[src/hw/rwf_defs.svh]
// constants of the ring wake filter: offsets, bit positions, timing
// assumes inclusion by bare name from the package and the top design file
`ifndef RWF_DEFS_SVH
`define RWF_DEFS_SVH

// ----------------------------------------
// register offsets, configuration space
// ----------------------------------------
`define RWF_OFS_SOFT_EN2   8'hB1
`define RWF_OFS_SOFT_STS2  8'hB3
`define RWF_OFS_FILT_SEL   8'hC6

// ----------------------------------------
// register offsets, power-management block
// ----------------------------------------
`define RWF_OFS_PME_STS1   8'h0C
`define RWF_OFS_PME_EN1    8'h0E
`define RWF_OFS_SMI_EN1    8'h14

// ----------------------------------------
// field positions
// ----------------------------------------
`define RWF_BIT_SOFT_RING  3
`define RWF_BIT_PME_RING   5
`define RWF_BIT_SMI_RING   0
`define RWF_BIT_FILT_EN    0
`define RWF_BIT_SRC_LO     1
`define RWF_BIT_SRC_HI     2
`define RWF_BIT_GPIO_SEL   3

// ----------------------------------------
// reset values
// ----------------------------------------
`define RWF_RST_BYTE       8'h00

// ----------------------------------------
// timing
// ----------------------------------------
`define RWF_WINDOW_MS      200
`define RWF_SLOW_HZ        32768
`define RWF_EDGE_COUNT     3
`define RWF_SYS_HZ         100000000

`endif

[src/hw/rwf_pkg.sv]
// types shared by the ring wake filter files
// assumes rwf_defs.svh is on the include path
package rwf_pkg;
    `include "rwf_defs.svh"

    // ----------------------------------------
    // ring source selection
    // ----------------------------------------
    typedef enum logic [1:0] {
        RWF_SRC_RING    = 2'h0,
        RWF_SRC_SERIAL1 = 2'h1,
        RWF_SRC_SERIAL2 = 2'h2,
        RWF_SRC_NONE    = 2'h3
    } rwf_src_t;

    // ----------------------------------------
    // asynchronous pins: active low rings and the standby clock
    // ----------------------------------------
    typedef struct packed {
        logic gpio_pin_a_n;
        logic gpio_pin_b_n;
        logic serial1_ring_indicator_n;
        logic serial2_ring_indicator_n;
        logic standby_clk;
    } rwf_pins_t;

    // ----------------------------------------
    // register access request
    // ----------------------------------------
    typedef struct packed {
        logic       pm_space;
        logic [7:0] addr;
        logic       wr;
        logic       rd;
        logic [7:0] wdata;
    } rwf_req_t;
endpackage : rwf_pkg

[src/hw/rwf_edge_filter.sv]
// sliding-window edge counter of the ring wake filter
// assumes tick is a one-cycle strobe per standby clock period
`timescale 1ns/1ns
`default_nettype none
module rwf_edge_filter
    import rwf_pkg::*;
#(
    parameter int WIN_TICKS = 6553,
    parameter int EDGES     = 3,
    parameter int CW        = $clog2(WIN_TICKS + 1)
) (
    // clock and reset
    input  wire logic sys_clk,
    input  wire logic reset_n,
    // control
    input  wire logic clear,
    input  wire logic tick,
    input  wire logic sample,
    // result
    output logic      active
);
    localparam logic [CW-1:0] WIN_C = CW'(WIN_TICKS);
    localparam logic [CW-1:0] ONE_C = CW'(1);

    // ----------------------------------------
    // ages of the most recent edges, in ticks
    // ----------------------------------------
    logic [CW-1:0] age_r   [EDGES];
    logic [CW-1:0] age_nxt [EDGES];
    logic          prev_r;
    logic          prev_nxt;
    logic          active_r;
    logic          active_nxt;
    logic          edge_seen;

    function automatic logic [CW-1:0] sat_inc(input logic [CW-1:0] a);
        sat_inc = (a >= WIN_C) ? WIN_C : a + ONE_C;
    endfunction : sat_inc

    always_comb begin
        edge_seen = tick && (sample != prev_r);
        prev_nxt  = tick ? sample : prev_r;
        for (int i = 0; i < EDGES; i++) begin
            age_nxt[i] = age_r[i];
        end
        if (clear) begin
            // expired ages: stale edges never count after a source change
            for (int i = 0; i < EDGES; i++) begin
                age_nxt[i] = WIN_C;
            end
            prev_nxt = sample;
        end else if (tick) begin
            for (int i = EDGES - 1; i > 0; i--) begin
                age_nxt[i] = edge_seen ? sat_inc(age_r[i-1]) : sat_inc(age_r[i]);
            end
            age_nxt[0] = edge_seen ? '0 : sat_inc(age_r[0]);
        end
        active_nxt = age_nxt[EDGES-1] < WIN_C;
    end

    always_ff @(posedge sys_clk or negedge reset_n) begin
        if (!reset_n) begin
            for (int i = 0; i < EDGES; i++) begin
                age_r[i] <= WIN_C;
            end
            prev_r   <= 1'b1;
            active_r <= 1'b0;
        end else begin
            for (int i = 0; i < EDGES; i++) begin
                age_r[i] <= age_nxt[i];
            end
            prev_r   <= prev_nxt;
            active_r <= active_nxt;
        end
    end

    assign active = active_r;
endmodule : rwf_edge_filter
`default_nettype wire

[src/hw/rwf_ring_wake_filter.sv]
// ring wake filter: source select, filter, wake status and enables
// assumes one sys_clk domain; pins and standby clock are asynchronous
`timescale 1ns/1ns
`default_nettype none
// macros pulled in here as well, so compile order does not matter
`include "rwf_defs.svh"
module rwf_ring_wake_filter
    import rwf_pkg::*;
#(
    parameter int WIN_TICKS = (`RWF_WINDOW_MS * `RWF_SLOW_HZ) / 1000,
    parameter int EDGES     = `RWF_EDGE_COUNT
) (
    // clock and reset
    input  wire logic      sys_clk,
    input  wire logic      reset_n,
    // asynchronous pins
    input  wire rwf_pins_t pins,
    // register access
    input  wire rwf_req_t  req,
    output logic [7:0]     reg_rdata,
    output logic           reg_rvalid,
    // wake outputs
    output logic           ring_filter_out_n,
    output logic           power_on_request_n,
    output logic           smi_request,
    output logic           power_event_output_n
);
    localparam int NSYNC = 5;

    // ----------------------------------------
    // pin synchronisers
    // ----------------------------------------
    logic [NSYNC-1:0] pin_raw;
    logic [NSYNC-1:0] sync1_r;
    logic [NSYNC-1:0] sync2_r;

    assign pin_raw = pins;

    // two flops per pin; nothing but the second stage reads the first
    genvar g;
    generate
        for (g = 0; g < NSYNC; g++) begin : g_sync
            always_ff @(posedge sys_clk or negedge reset_n) begin
                if (!reset_n) begin
                    sync1_r[g] <= 1'b1;
                    sync2_r[g] <= 1'b1;
                end else begin
                    sync1_r[g] <= pin_raw[g];
                    sync2_r[g] <= sync1_r[g];
                end
            end
        end
    endgenerate

    logic gpio_a_s;
    logic gpio_b_s;
    logic ser1_s;
    logic ser2_s;
    logic slow_s;
    assign {gpio_a_s, gpio_b_s, ser1_s, ser2_s, slow_s} = sync2_r;

    // ----------------------------------------
    // standby clock tick
    // ----------------------------------------
    logic slow_prev_r;
    logic slow_tick;

    always_ff @(posedge sys_clk or negedge reset_n) begin
        if (!reset_n) begin
            // high like the synchroniser, or a false tick follows reset
            slow_prev_r <= 1'b1;
        end else begin
            slow_prev_r <= slow_s;
        end
    end

    // one strobe per standby period paces all interval timing
    assign slow_tick = slow_s && !slow_prev_r;

    // ----------------------------------------
    // registers
    // ----------------------------------------
    logic [7:0] filt_sel_r;
    logic [7:0] filt_sel_nxt;
    logic [7:0] soft_en_r;
    logic [7:0] soft_en_nxt;
    logic [7:0] pme_en_r;
    logic [7:0] pme_en_nxt;
    logic [7:0] smi_en_r;
    logic [7:0] smi_en_nxt;
    logic       soft_flag_r;
    logic       soft_flag_nxt;
    logic       pme_flag_r;
    logic       pme_flag_nxt;
    logic [7:0] rdata_r;
    logic [7:0] rdata_nxt;
    logic       rvalid_r;
    logic       rvalid_nxt;
    logic       ring_evt;

    logic cfg_hit;
    logic pm_hit;
    assign cfg_hit = !req.pm_space;
    assign pm_hit  = req.pm_space;

    always_comb begin
        filt_sel_nxt  = filt_sel_r;
        soft_en_nxt   = soft_en_r;
        pme_en_nxt    = pme_en_r;
        smi_en_nxt    = smi_en_r;
        soft_flag_nxt = soft_flag_r;
        pme_flag_nxt  = pme_flag_r;
        rdata_nxt     = rdata_r;
        // every read is answered the next cycle, none refused
        rvalid_nxt    = req.rd;
        if (req.wr && cfg_hit && req.addr == `RWF_OFS_FILT_SEL) begin
            filt_sel_nxt = req.wdata;
        end
        if (req.wr && cfg_hit && req.addr == `RWF_OFS_SOFT_EN2) begin
            soft_en_nxt = req.wdata;
        end
        if (req.wr && pm_hit && req.addr == `RWF_OFS_PME_EN1) begin
            pme_en_nxt = req.wdata;
        end
        if (req.wr && pm_hit && req.addr == `RWF_OFS_SMI_EN1) begin
            smi_en_nxt = req.wdata;
        end
        // write one clears; a ring in the same cycle wins
        if (req.wr && pm_hit && req.addr == `RWF_OFS_PME_STS1
            && req.wdata[`RWF_BIT_PME_RING]) begin
            pme_flag_nxt = 1'b0;
        end
        // read clears; a ring in the same cycle wins
        if (req.rd && cfg_hit && req.addr == `RWF_OFS_SOFT_STS2) begin
            soft_flag_nxt = 1'b0;
        end
        if (ring_evt) begin
            soft_flag_nxt = 1'b1;
            pme_flag_nxt  = 1'b1;
        end
        if (req.rd) begin
            rdata_nxt = 8'h00;
            if (cfg_hit) begin
                unique case (req.addr)
                    `RWF_OFS_FILT_SEL:  rdata_nxt = filt_sel_r;
                    `RWF_OFS_SOFT_EN2:  rdata_nxt = soft_en_r;
                    `RWF_OFS_SOFT_STS2: rdata_nxt[`RWF_BIT_SOFT_RING] = soft_flag_r;
                    default:            rdata_nxt = 8'h00;
                endcase
            end else begin
                unique case (req.addr)
                    `RWF_OFS_PME_EN1:  rdata_nxt = pme_en_r;
                    `RWF_OFS_SMI_EN1:  rdata_nxt = smi_en_r;
                    // the same flag answers as SMI status
                    `RWF_OFS_PME_STS1: rdata_nxt[`RWF_BIT_PME_RING] = pme_flag_r;
                    default:           rdata_nxt = 8'h00;
                endcase
            end
        end
    end

    always_ff @(posedge sys_clk or negedge reset_n) begin
        if (!reset_n) begin
            filt_sel_r  <= `RWF_RST_BYTE;
            soft_en_r   <= `RWF_RST_BYTE;
            pme_en_r    <= `RWF_RST_BYTE;
            smi_en_r    <= `RWF_RST_BYTE;
            soft_flag_r <= 1'b0;
            pme_flag_r  <= 1'b0;
            rdata_r     <= 8'h00;
            rvalid_r    <= 1'b0;
        end else begin
            filt_sel_r  <= filt_sel_nxt;
            soft_en_r   <= soft_en_nxt;
            pme_en_r    <= pme_en_nxt;
            smi_en_r    <= smi_en_nxt;
            soft_flag_r <= soft_flag_nxt;
            pme_flag_r  <= pme_flag_nxt;
            rdata_r     <= rdata_nxt;
            rvalid_r    <= rvalid_nxt;
        end
    end

    // ----------------------------------------
    // source selection
    // ----------------------------------------
    logic     filt_en;
    rwf_src_t src;
    logic     ring_pin_s;
    logic     sel_level;
    logic     src_prev_r;
    logic     src_prev_nxt;
    logic     src_change;

    assign filt_en = filt_sel_r[`RWF_BIT_FILT_EN];
    assign src     = rwf_src_t'(filt_sel_r[`RWF_BIT_SRC_HI:`RWF_BIT_SRC_LO]);
    // alternate function: ring pin from either general-purpose pin
    assign ring_pin_s = filt_sel_r[`RWF_BIT_GPIO_SEL] ? gpio_b_s : gpio_a_s;

    always_comb begin
        unique case (src)
            RWF_SRC_RING:    sel_level = ring_pin_s;
            RWF_SRC_SERIAL1: sel_level = ser1_s;
            RWF_SRC_SERIAL2: sel_level = ser2_s;
            RWF_SRC_NONE:    sel_level = 1'b1;
        endcase
    end

    // any rewrite of the select register restarts the window
    always_comb begin
        src_prev_nxt = req.wr && cfg_hit && req.addr == `RWF_OFS_FILT_SEL;
    end

    always_ff @(posedge sys_clk or negedge reset_n) begin
        if (!reset_n) begin
            src_prev_r <= 1'b0;
        end else begin
            src_prev_r <= src_prev_nxt;
        end
    end
    assign src_change = src_prev_r || !filt_en;

    // ----------------------------------------
    // frequency filter
    // ----------------------------------------
    logic filt_active;

    rwf_edge_filter #(
        .WIN_TICKS (WIN_TICKS),
        .EDGES     (EDGES)
    ) u_edge_filter (
        .sys_clk (sys_clk),
        .reset_n (reset_n),
        .clear   (src_change),
        .tick    (slow_tick),
        .sample  (sel_level),
        .active  (filt_active)
    );

    // ----------------------------------------
    // wake path
    // ----------------------------------------
    logic filt_n_r;
    logic filt_n_nxt;
    logic pwr_n_r;
    logic pwr_n_nxt;
    logic smi_r;
    logic smi_nxt;
    logic pme_n_r;
    logic pme_n_nxt;

    always_comb begin
        // bypassed filter passes the raw ring pin, glitches and all
        filt_n_nxt = filt_en ? !filt_active : ring_pin_s;
        pwr_n_nxt  = !(soft_flag_nxt && soft_en_r[`RWF_BIT_SOFT_RING]);
        smi_nxt    = pme_flag_nxt && smi_en_r[`RWF_BIT_SMI_RING];
        pme_n_nxt  = !(pme_flag_nxt && pme_en_r[`RWF_BIT_PME_RING]);
    end

    // event on the falling edge of the filter output
    assign ring_evt = filt_n_r && !filt_n_nxt;

    always_ff @(posedge sys_clk or negedge reset_n) begin
        if (!reset_n) begin
            filt_n_r <= 1'b1;
            pwr_n_r  <= 1'b1;
            smi_r    <= 1'b0;
            pme_n_r  <= 1'b1;
        end else begin
            filt_n_r <= filt_n_nxt;
            pwr_n_r  <= pwr_n_nxt;
            smi_r    <= smi_nxt;
            pme_n_r  <= pme_n_nxt;
        end
    end

    // ----------------------------------------
    // outputs
    // ----------------------------------------
    assign reg_rdata            = rdata_r;
    assign reg_rvalid           = rvalid_r;
    assign ring_filter_out_n    = filt_n_r;
    assign power_on_request_n   = pwr_n_r;
    assign smi_request          = smi_r;
    assign power_event_output_n = pme_n_r;
endmodule : rwf_ring_wake_filter
`default_nettype wire

[config.mk]
export PLATFORM = sky130hd
export DESIGN_NAME = rwf_ring_wake_filter
export DESIGN_NICKNAME = d
export VERILOG_FILES = /design/src/hw/rwf_pkg.sv /design/src/hw/rwf_edge_filter.sv /design/src/hw/rwf_ring_wake_filter.sv
export VERILOG_INCLUDE_DIRS = /design/src /design/src/hw
export SDC_FILE = /design/constraint.sdc
export NUM_CORES = 1
export LEC_CHECK = 0
export ABC_AREA = 1
export BUFFER_PORTS_ARGS = -buffer_cell sky130_fd_sc_hd__clkbuf_2
export CORE_MARGIN = 3
export CORE_UTILIZATION = 60
export DETAILED_ROUTE_END_ITERATION = 10
export PLACE_DENSITY = 0.79
export SLEW_MARGIN = 20
export SYNTH_ARGS = -nofsm -noshare
export SYNTH_HDL_FRONTEND = slang
export SYNTH_SLANG_ARGS = --single-unit
[constraint.sdc]
create_clock -name sys_clk -period 2.85 [get_ports sys_clk]
set_input_delay 0.1425 -clock sys_clk [delete_from_list [all_inputs] [get_ports sys_clk]]
set_output_delay 0.1425 -clock sys_clk [all_outputs]
set_load 0.01 [all_outputs]
# [Word-level counts from Yosys, hierarchy flattened]
# Index checks and enable logic that the tools add are counted.
[op_classes] muxes=24 add_sub_neg=3 n_lt_le_gt_ge=4 reduce_logical=26 n_eq_ne=10
[ops] operator="13-bit 2-to-1 mux" n=6
[ops] operator="39-bit 2-to-1 mux" n=2
[ops] operator="13-bit by 1-bit adder with 13-bit output, second input constant" n=3
[ops] operator="13-bit >= comparator, second input constant" n=3
[ops] operator="8-bit equality test, second input constant" n=3
[ops] operator="8-bit by 4-bit equality test with 1-bit output, second input constant" n=2
[ops] operator="1-bit logical AND" n=16
[ops] operator="13-bit less-than comparator, second input constant" n=1
[ops] operator="5-bit one-hot mux with 2 select lines" n=1
[ops] operator="8-bit by 5-bit equality test with 1-bit output, second input constant" n=1
[ops] operator="1-bit 2-to-1 mux" n=8
[ops] operator="8-bit 2-to-1 mux" n=1
[ops] operator="4-bit one-hot mux with 2 select lines" n=1
[ops] operator="1-bit zero test" n=7
[ops] operator="1-bit one-hot mux with 3 select lines" n=2
[ops] operator="3-bit one-hot mux with 2 select lines" n=1
[ops] operator="2-bit equality test, second input constant" n=2
[ops] operator="1-bit one-hot mux with 4 select lines" n=1
[ops] operator="2-bit one-hot mux with 2 select lines" n=1
[ops] operator="2-bit by 1-bit equality test with 1-bit output, second input constant" n=1
[ops] operator="2-bit zero test" n=1
[ops] operator="2-bit nonzero test" n=1
[ops] operator="1-bit logical OR" n=1
[ops] operator="1-bit != test" n=1
[word_totals] reg_bits=100 out_inout_bits=13 inputBits=26

# [Longest topological paths before layout]
[depth] depth_word=8 mapped_depth=16 depth_no_buf=16

# [Cells and area by module]
# From an unflattened synthesis, not the netlist that was laid out.
[unflattened] hier_cells=789 hier_area_um2=5910.7
[modules_own_cells] module="rwf_edge_filter" seq_area_each_um2=1053.5 cells_each=480 n_inst=1 area_each_um2=3245.6
[modules_own_cells] module="rwf_ring_wake_filter" seq_area_each_um2=1493.9 cells_each=309 n_inst=1 area_each_um2=2665.1

# [Least setup slack after synthesis]
# Ideal clock, no wire load.
[synth_timing] kind="register to register" from="register u_edge_filter.age_r[13] (netlist name)" to="register u_edge_filter.active_r, in the netlist u_edge_filter.active" arrival_ns=1.631 period_less_slack_ns=1.750 path_buffers=0 required_ns=2.731 path_stages_with_launch=15 setup_ns=0.119 setup_slack_ns=1.100 cell_sequence="dfstp_2 ha_1 nand2_1 nor2_1 nand3_1 nand2_1 inv_1 nand2_1 nand2_1 nand3_2 nand2_1 nor2_1 nand2_1 nand2_1 nand2_1"
[synth_rtl] element="start: declaration" line="rwf_edge_filter.sv:28" rtl="logic [CW-1:0] age_r [EDGES];"
[synth_rtl] element="start signal: indexed assignment" line="rwf_edge_filter.sv:70" rtl="age_r[i] <= age_nxt[i];"
[synth_rtl] element="end signal: assignment" line="rwf_edge_filter.sv:73" rtl="active_r <= active_nxt;"
[synth_rtl] element="end: declaration" line="rwf_edge_filter.sv:32" rtl="logic active_r;"

==> out/summary.txt <==
first-pass GRT wire length - 23260 µm
Tightest Pin Transition - 0.7437 ns
CTS tree - built
Final Max Slew Viols - 0
Multi-input gate area - 2606 µm²
final WL - 13760 µm
Initial Util - 63.14%
H-tree levels - 3
core footprint - 8891 µm²
CP Capture Type - flop
post-layout util - 69.86%
EDFF count, synth - 0
gpl congestion - 0.9435
Post-synth top flop - dfrtp_1
post-synthesis mux area share - 0%
worst-path fanout max - 20
Clock Latency Late Sink - 0.37 ns
Total GRT Usage - 28.01%
Synth Area in Adders - 1.337%
commonest cells after routing, fill and taps aside - 215 x nand2_1, 84 x inv_1, 64 x dfrtp_1
Routed wire per std cell - 15.48 µm
Detail Route Antenna Nets - 0
pin count of the biggest net entering global routing - 82
Avg Inst Size Synth - 7.701 µm²
worst setup path category - reg2reg
number of buffers created by CTS - 9
setup_tns - 0 ns
CTS sink count - 100
crit-path most repeated cell - nand2_1
Top delay family on crit path - simple AND/OR/NAND/NOR gates
DRC violations left - 0
Distinct cells, synth - 42
final net count - 808
IO Count - 39
HP Class - in2reg
asr flop ratio synth - 100.0%
DR pass1 iterations - 5
n_diodes - 0
PD cells - 636.1 nW/µm²
Post-CTS Setup Bufs - 0
max cap viols - 0
synthesized cell area - 5614 µm²
initial antenna violation count - 0
Worst Setup Start Kind - flop
Critical Path AT - 2.52 ns
Max clock buf depth - 2
DP Wirelength - 10080 µm
max-slew headroom at the worst pin - 50.36%
DRT iter0 DRCs - 523
Synth Register Bits - 100
IO buf count - 38
die area - 10550 µm²
Die Y - 102.7 µm
register area - 2547 µm²
Synth Area in Compound Gates - 12.68%
commonest non-fill, non-tap cell in the layout - nand2_1
layout cells sized above 1 - 18.31%
Place WS - 0.6172 ns
Post-Route Skew - 0.009630 ns
register area share after synthesis - 45.38%
f_max - 444.9 MHz
slowest library cell on the worst path - nor2_2
Synth Area in XOR/XNOR - 1.716%
simple-gate area share of the yosys netlist - 30.69%
Worst Setup Slack, final - 0.6023 ns
fillers - 719
clk slew on worst S/H paths - 0.10 ns
Row Count - 34
Static Leak - 2.967 nW
Final min period - 2.248 ns
die width - 102.7 µm
WP buf/inv - 0
Via density - 5.741
Non-Filler Instances - 889
via count - 5104
unrepaired setup endpoints after global routing - false
Area growth syn-to-layout - 10.63%
largest family of logic cells by synthesized area - simple AND/OR/NAND/NOR gates
Post-Synthesis Cells - 729
Resize count post-CTS - 0
largest stage delay on the critical path - 0.57 ns
Syn Nets - 761
final hold viol count - 0
grt total ovfl - 0
number of global-route vias before repair - 4802
fin crit share - 78.87%
Ys Warns - 0
data required time of the worst path - 3.12 ns
critical path cell sequence - nand2_1 -> nand2_1 -> nand2_1 -> nand3_2 -> nand2_1 -> nor2_2 -> nand2_1 -> nand3_2 -> nand2_1 -> nor2_1 -> nand2_1 -> nand2_1 -> nand2_1
root buf cell - clkbuf_8
endpoints failing setup - 0
status - finished clean
Cell Count Post-Placement - 861
Worst VDD drop - 0.0004875 V
registers in the layout, indices dropped and copies added (netlist names), 5 cells and up:
signal	cells
sync1_r	5
smi_en_r	8
pme_en_r	8
soft_en_r	8
reg_rdata	8
u_edge_filter.age_r	39
filt_sel_r	8
final timing paths:
check	end	cells past startpoint	start	slack [ns]
min in group asynchronous	reg_rdata[7]	2	reset_n	0.19
worst min-delay path	filt_sel_r[4]	3	req[4]	0.007
worst max register to register	u_edge_filter.active	13	gpio_b_s	0.60
worst max-delay path	u_edge_filter.active	13	gpio_b_s	0.60
max in group asynchronous	gpio_b_s	4	reset_n	1.79
worst min register to register	gpio_a_s	0	sync1_r[4]	0.36
area by class of cell:
type / count / area share, %
multi-input cells: 516 / 41.96
flip-flops and latches: 100 / 41.02
repair buffers: 54 / 5.802
inverters: 95 / 5.741
well taps: 108 / 2.176
clock buffers: 9 / 1.994
clock inverters: 7 / 1.309
synth_stat cells, types with 3 or more instances:
cell	instances	area, µm²
a21oi_1	25	125.1
a31oi_1	3	18.77
buf_2	5	25.02
buf_4	4	30.03
clkbuf_1	5	18.77
dfrtp_1	64	1602
dfstp_2	36	945.9
ha_1	6	75.07
inv_1	84	315.3
inv_2	9	33.78
nand2_1	215	807.0
nand2_2	5	31.28
nand3_1	59	295.3
nand3_2	9	90.09
nand4_1	13	81.33
nor2_1	49	183.9
nor2_2	9	56.30
nor3_1	5	25.02
nor3_2	3	30.03
nor4_1	4	25.02
o211ai_1	16	120.1
o21ai_0	41	205.2
o21ai_1	15	75.07
o21ai_2	9	78.83
o221ai_1	3	26.28
xor2_1	9	78.83
stage by stage:
| step | cell area (µm²) | hold slack (ns) | total power (W) |
|---|---|---|---|
| after floorplan | 5614 | -0.1531 | 0.002659 |
| after global placement | 5868 | 0.2305 | 0.002953 |
| after detailed placement | 5868 | 0.2317 | 0.002990 |
| after CTS | 6183 | 0.001048 | 0.003940 |
| after global routing | 6211 | 0.01818 | 0.004201 |
| final | 6211 | 0.006738 | 0.003951 |
per-layer routing:
layer	share of wire (%)	wire, µm	vias to the layer above	global-route usage [%]
met5	0	0	-	0
met4	0.88	121	0	5.578
met1	48	6550	2426	42.89
met3	6.0	819	16	5.074
met2	46	6269	185	42.15
li1	-	-	2477	-
cell families after synthesis:
group	count (synthesis)
adder cells (fa/ha/maj)	6
flip-flops	100
buffers and inverters	113
AO/OA/AOI/OAI	119
AND/OR/NAND/NOR	380
XOR/XNOR	11
timing repair:
action / 4_1_cts / 5_1_grt
hold buffers: 11 / 0
endpoints found under the setup margin: 0 / 0
endpoints found under the hold margin: 67 / 0
power by group:
group          internal (W)  switching, W
Sequential          0.00172      0.000223
Clock              0.000420      0.000522
Combinational      0.000382      0.000688
worst register-to-register path: cells and delay by family, from the launching register on:
family / cells / cell delay, ns
flops: 1 / 0.53
simple gates: 13 / 1.62
(Power assumes the default switching activity.)
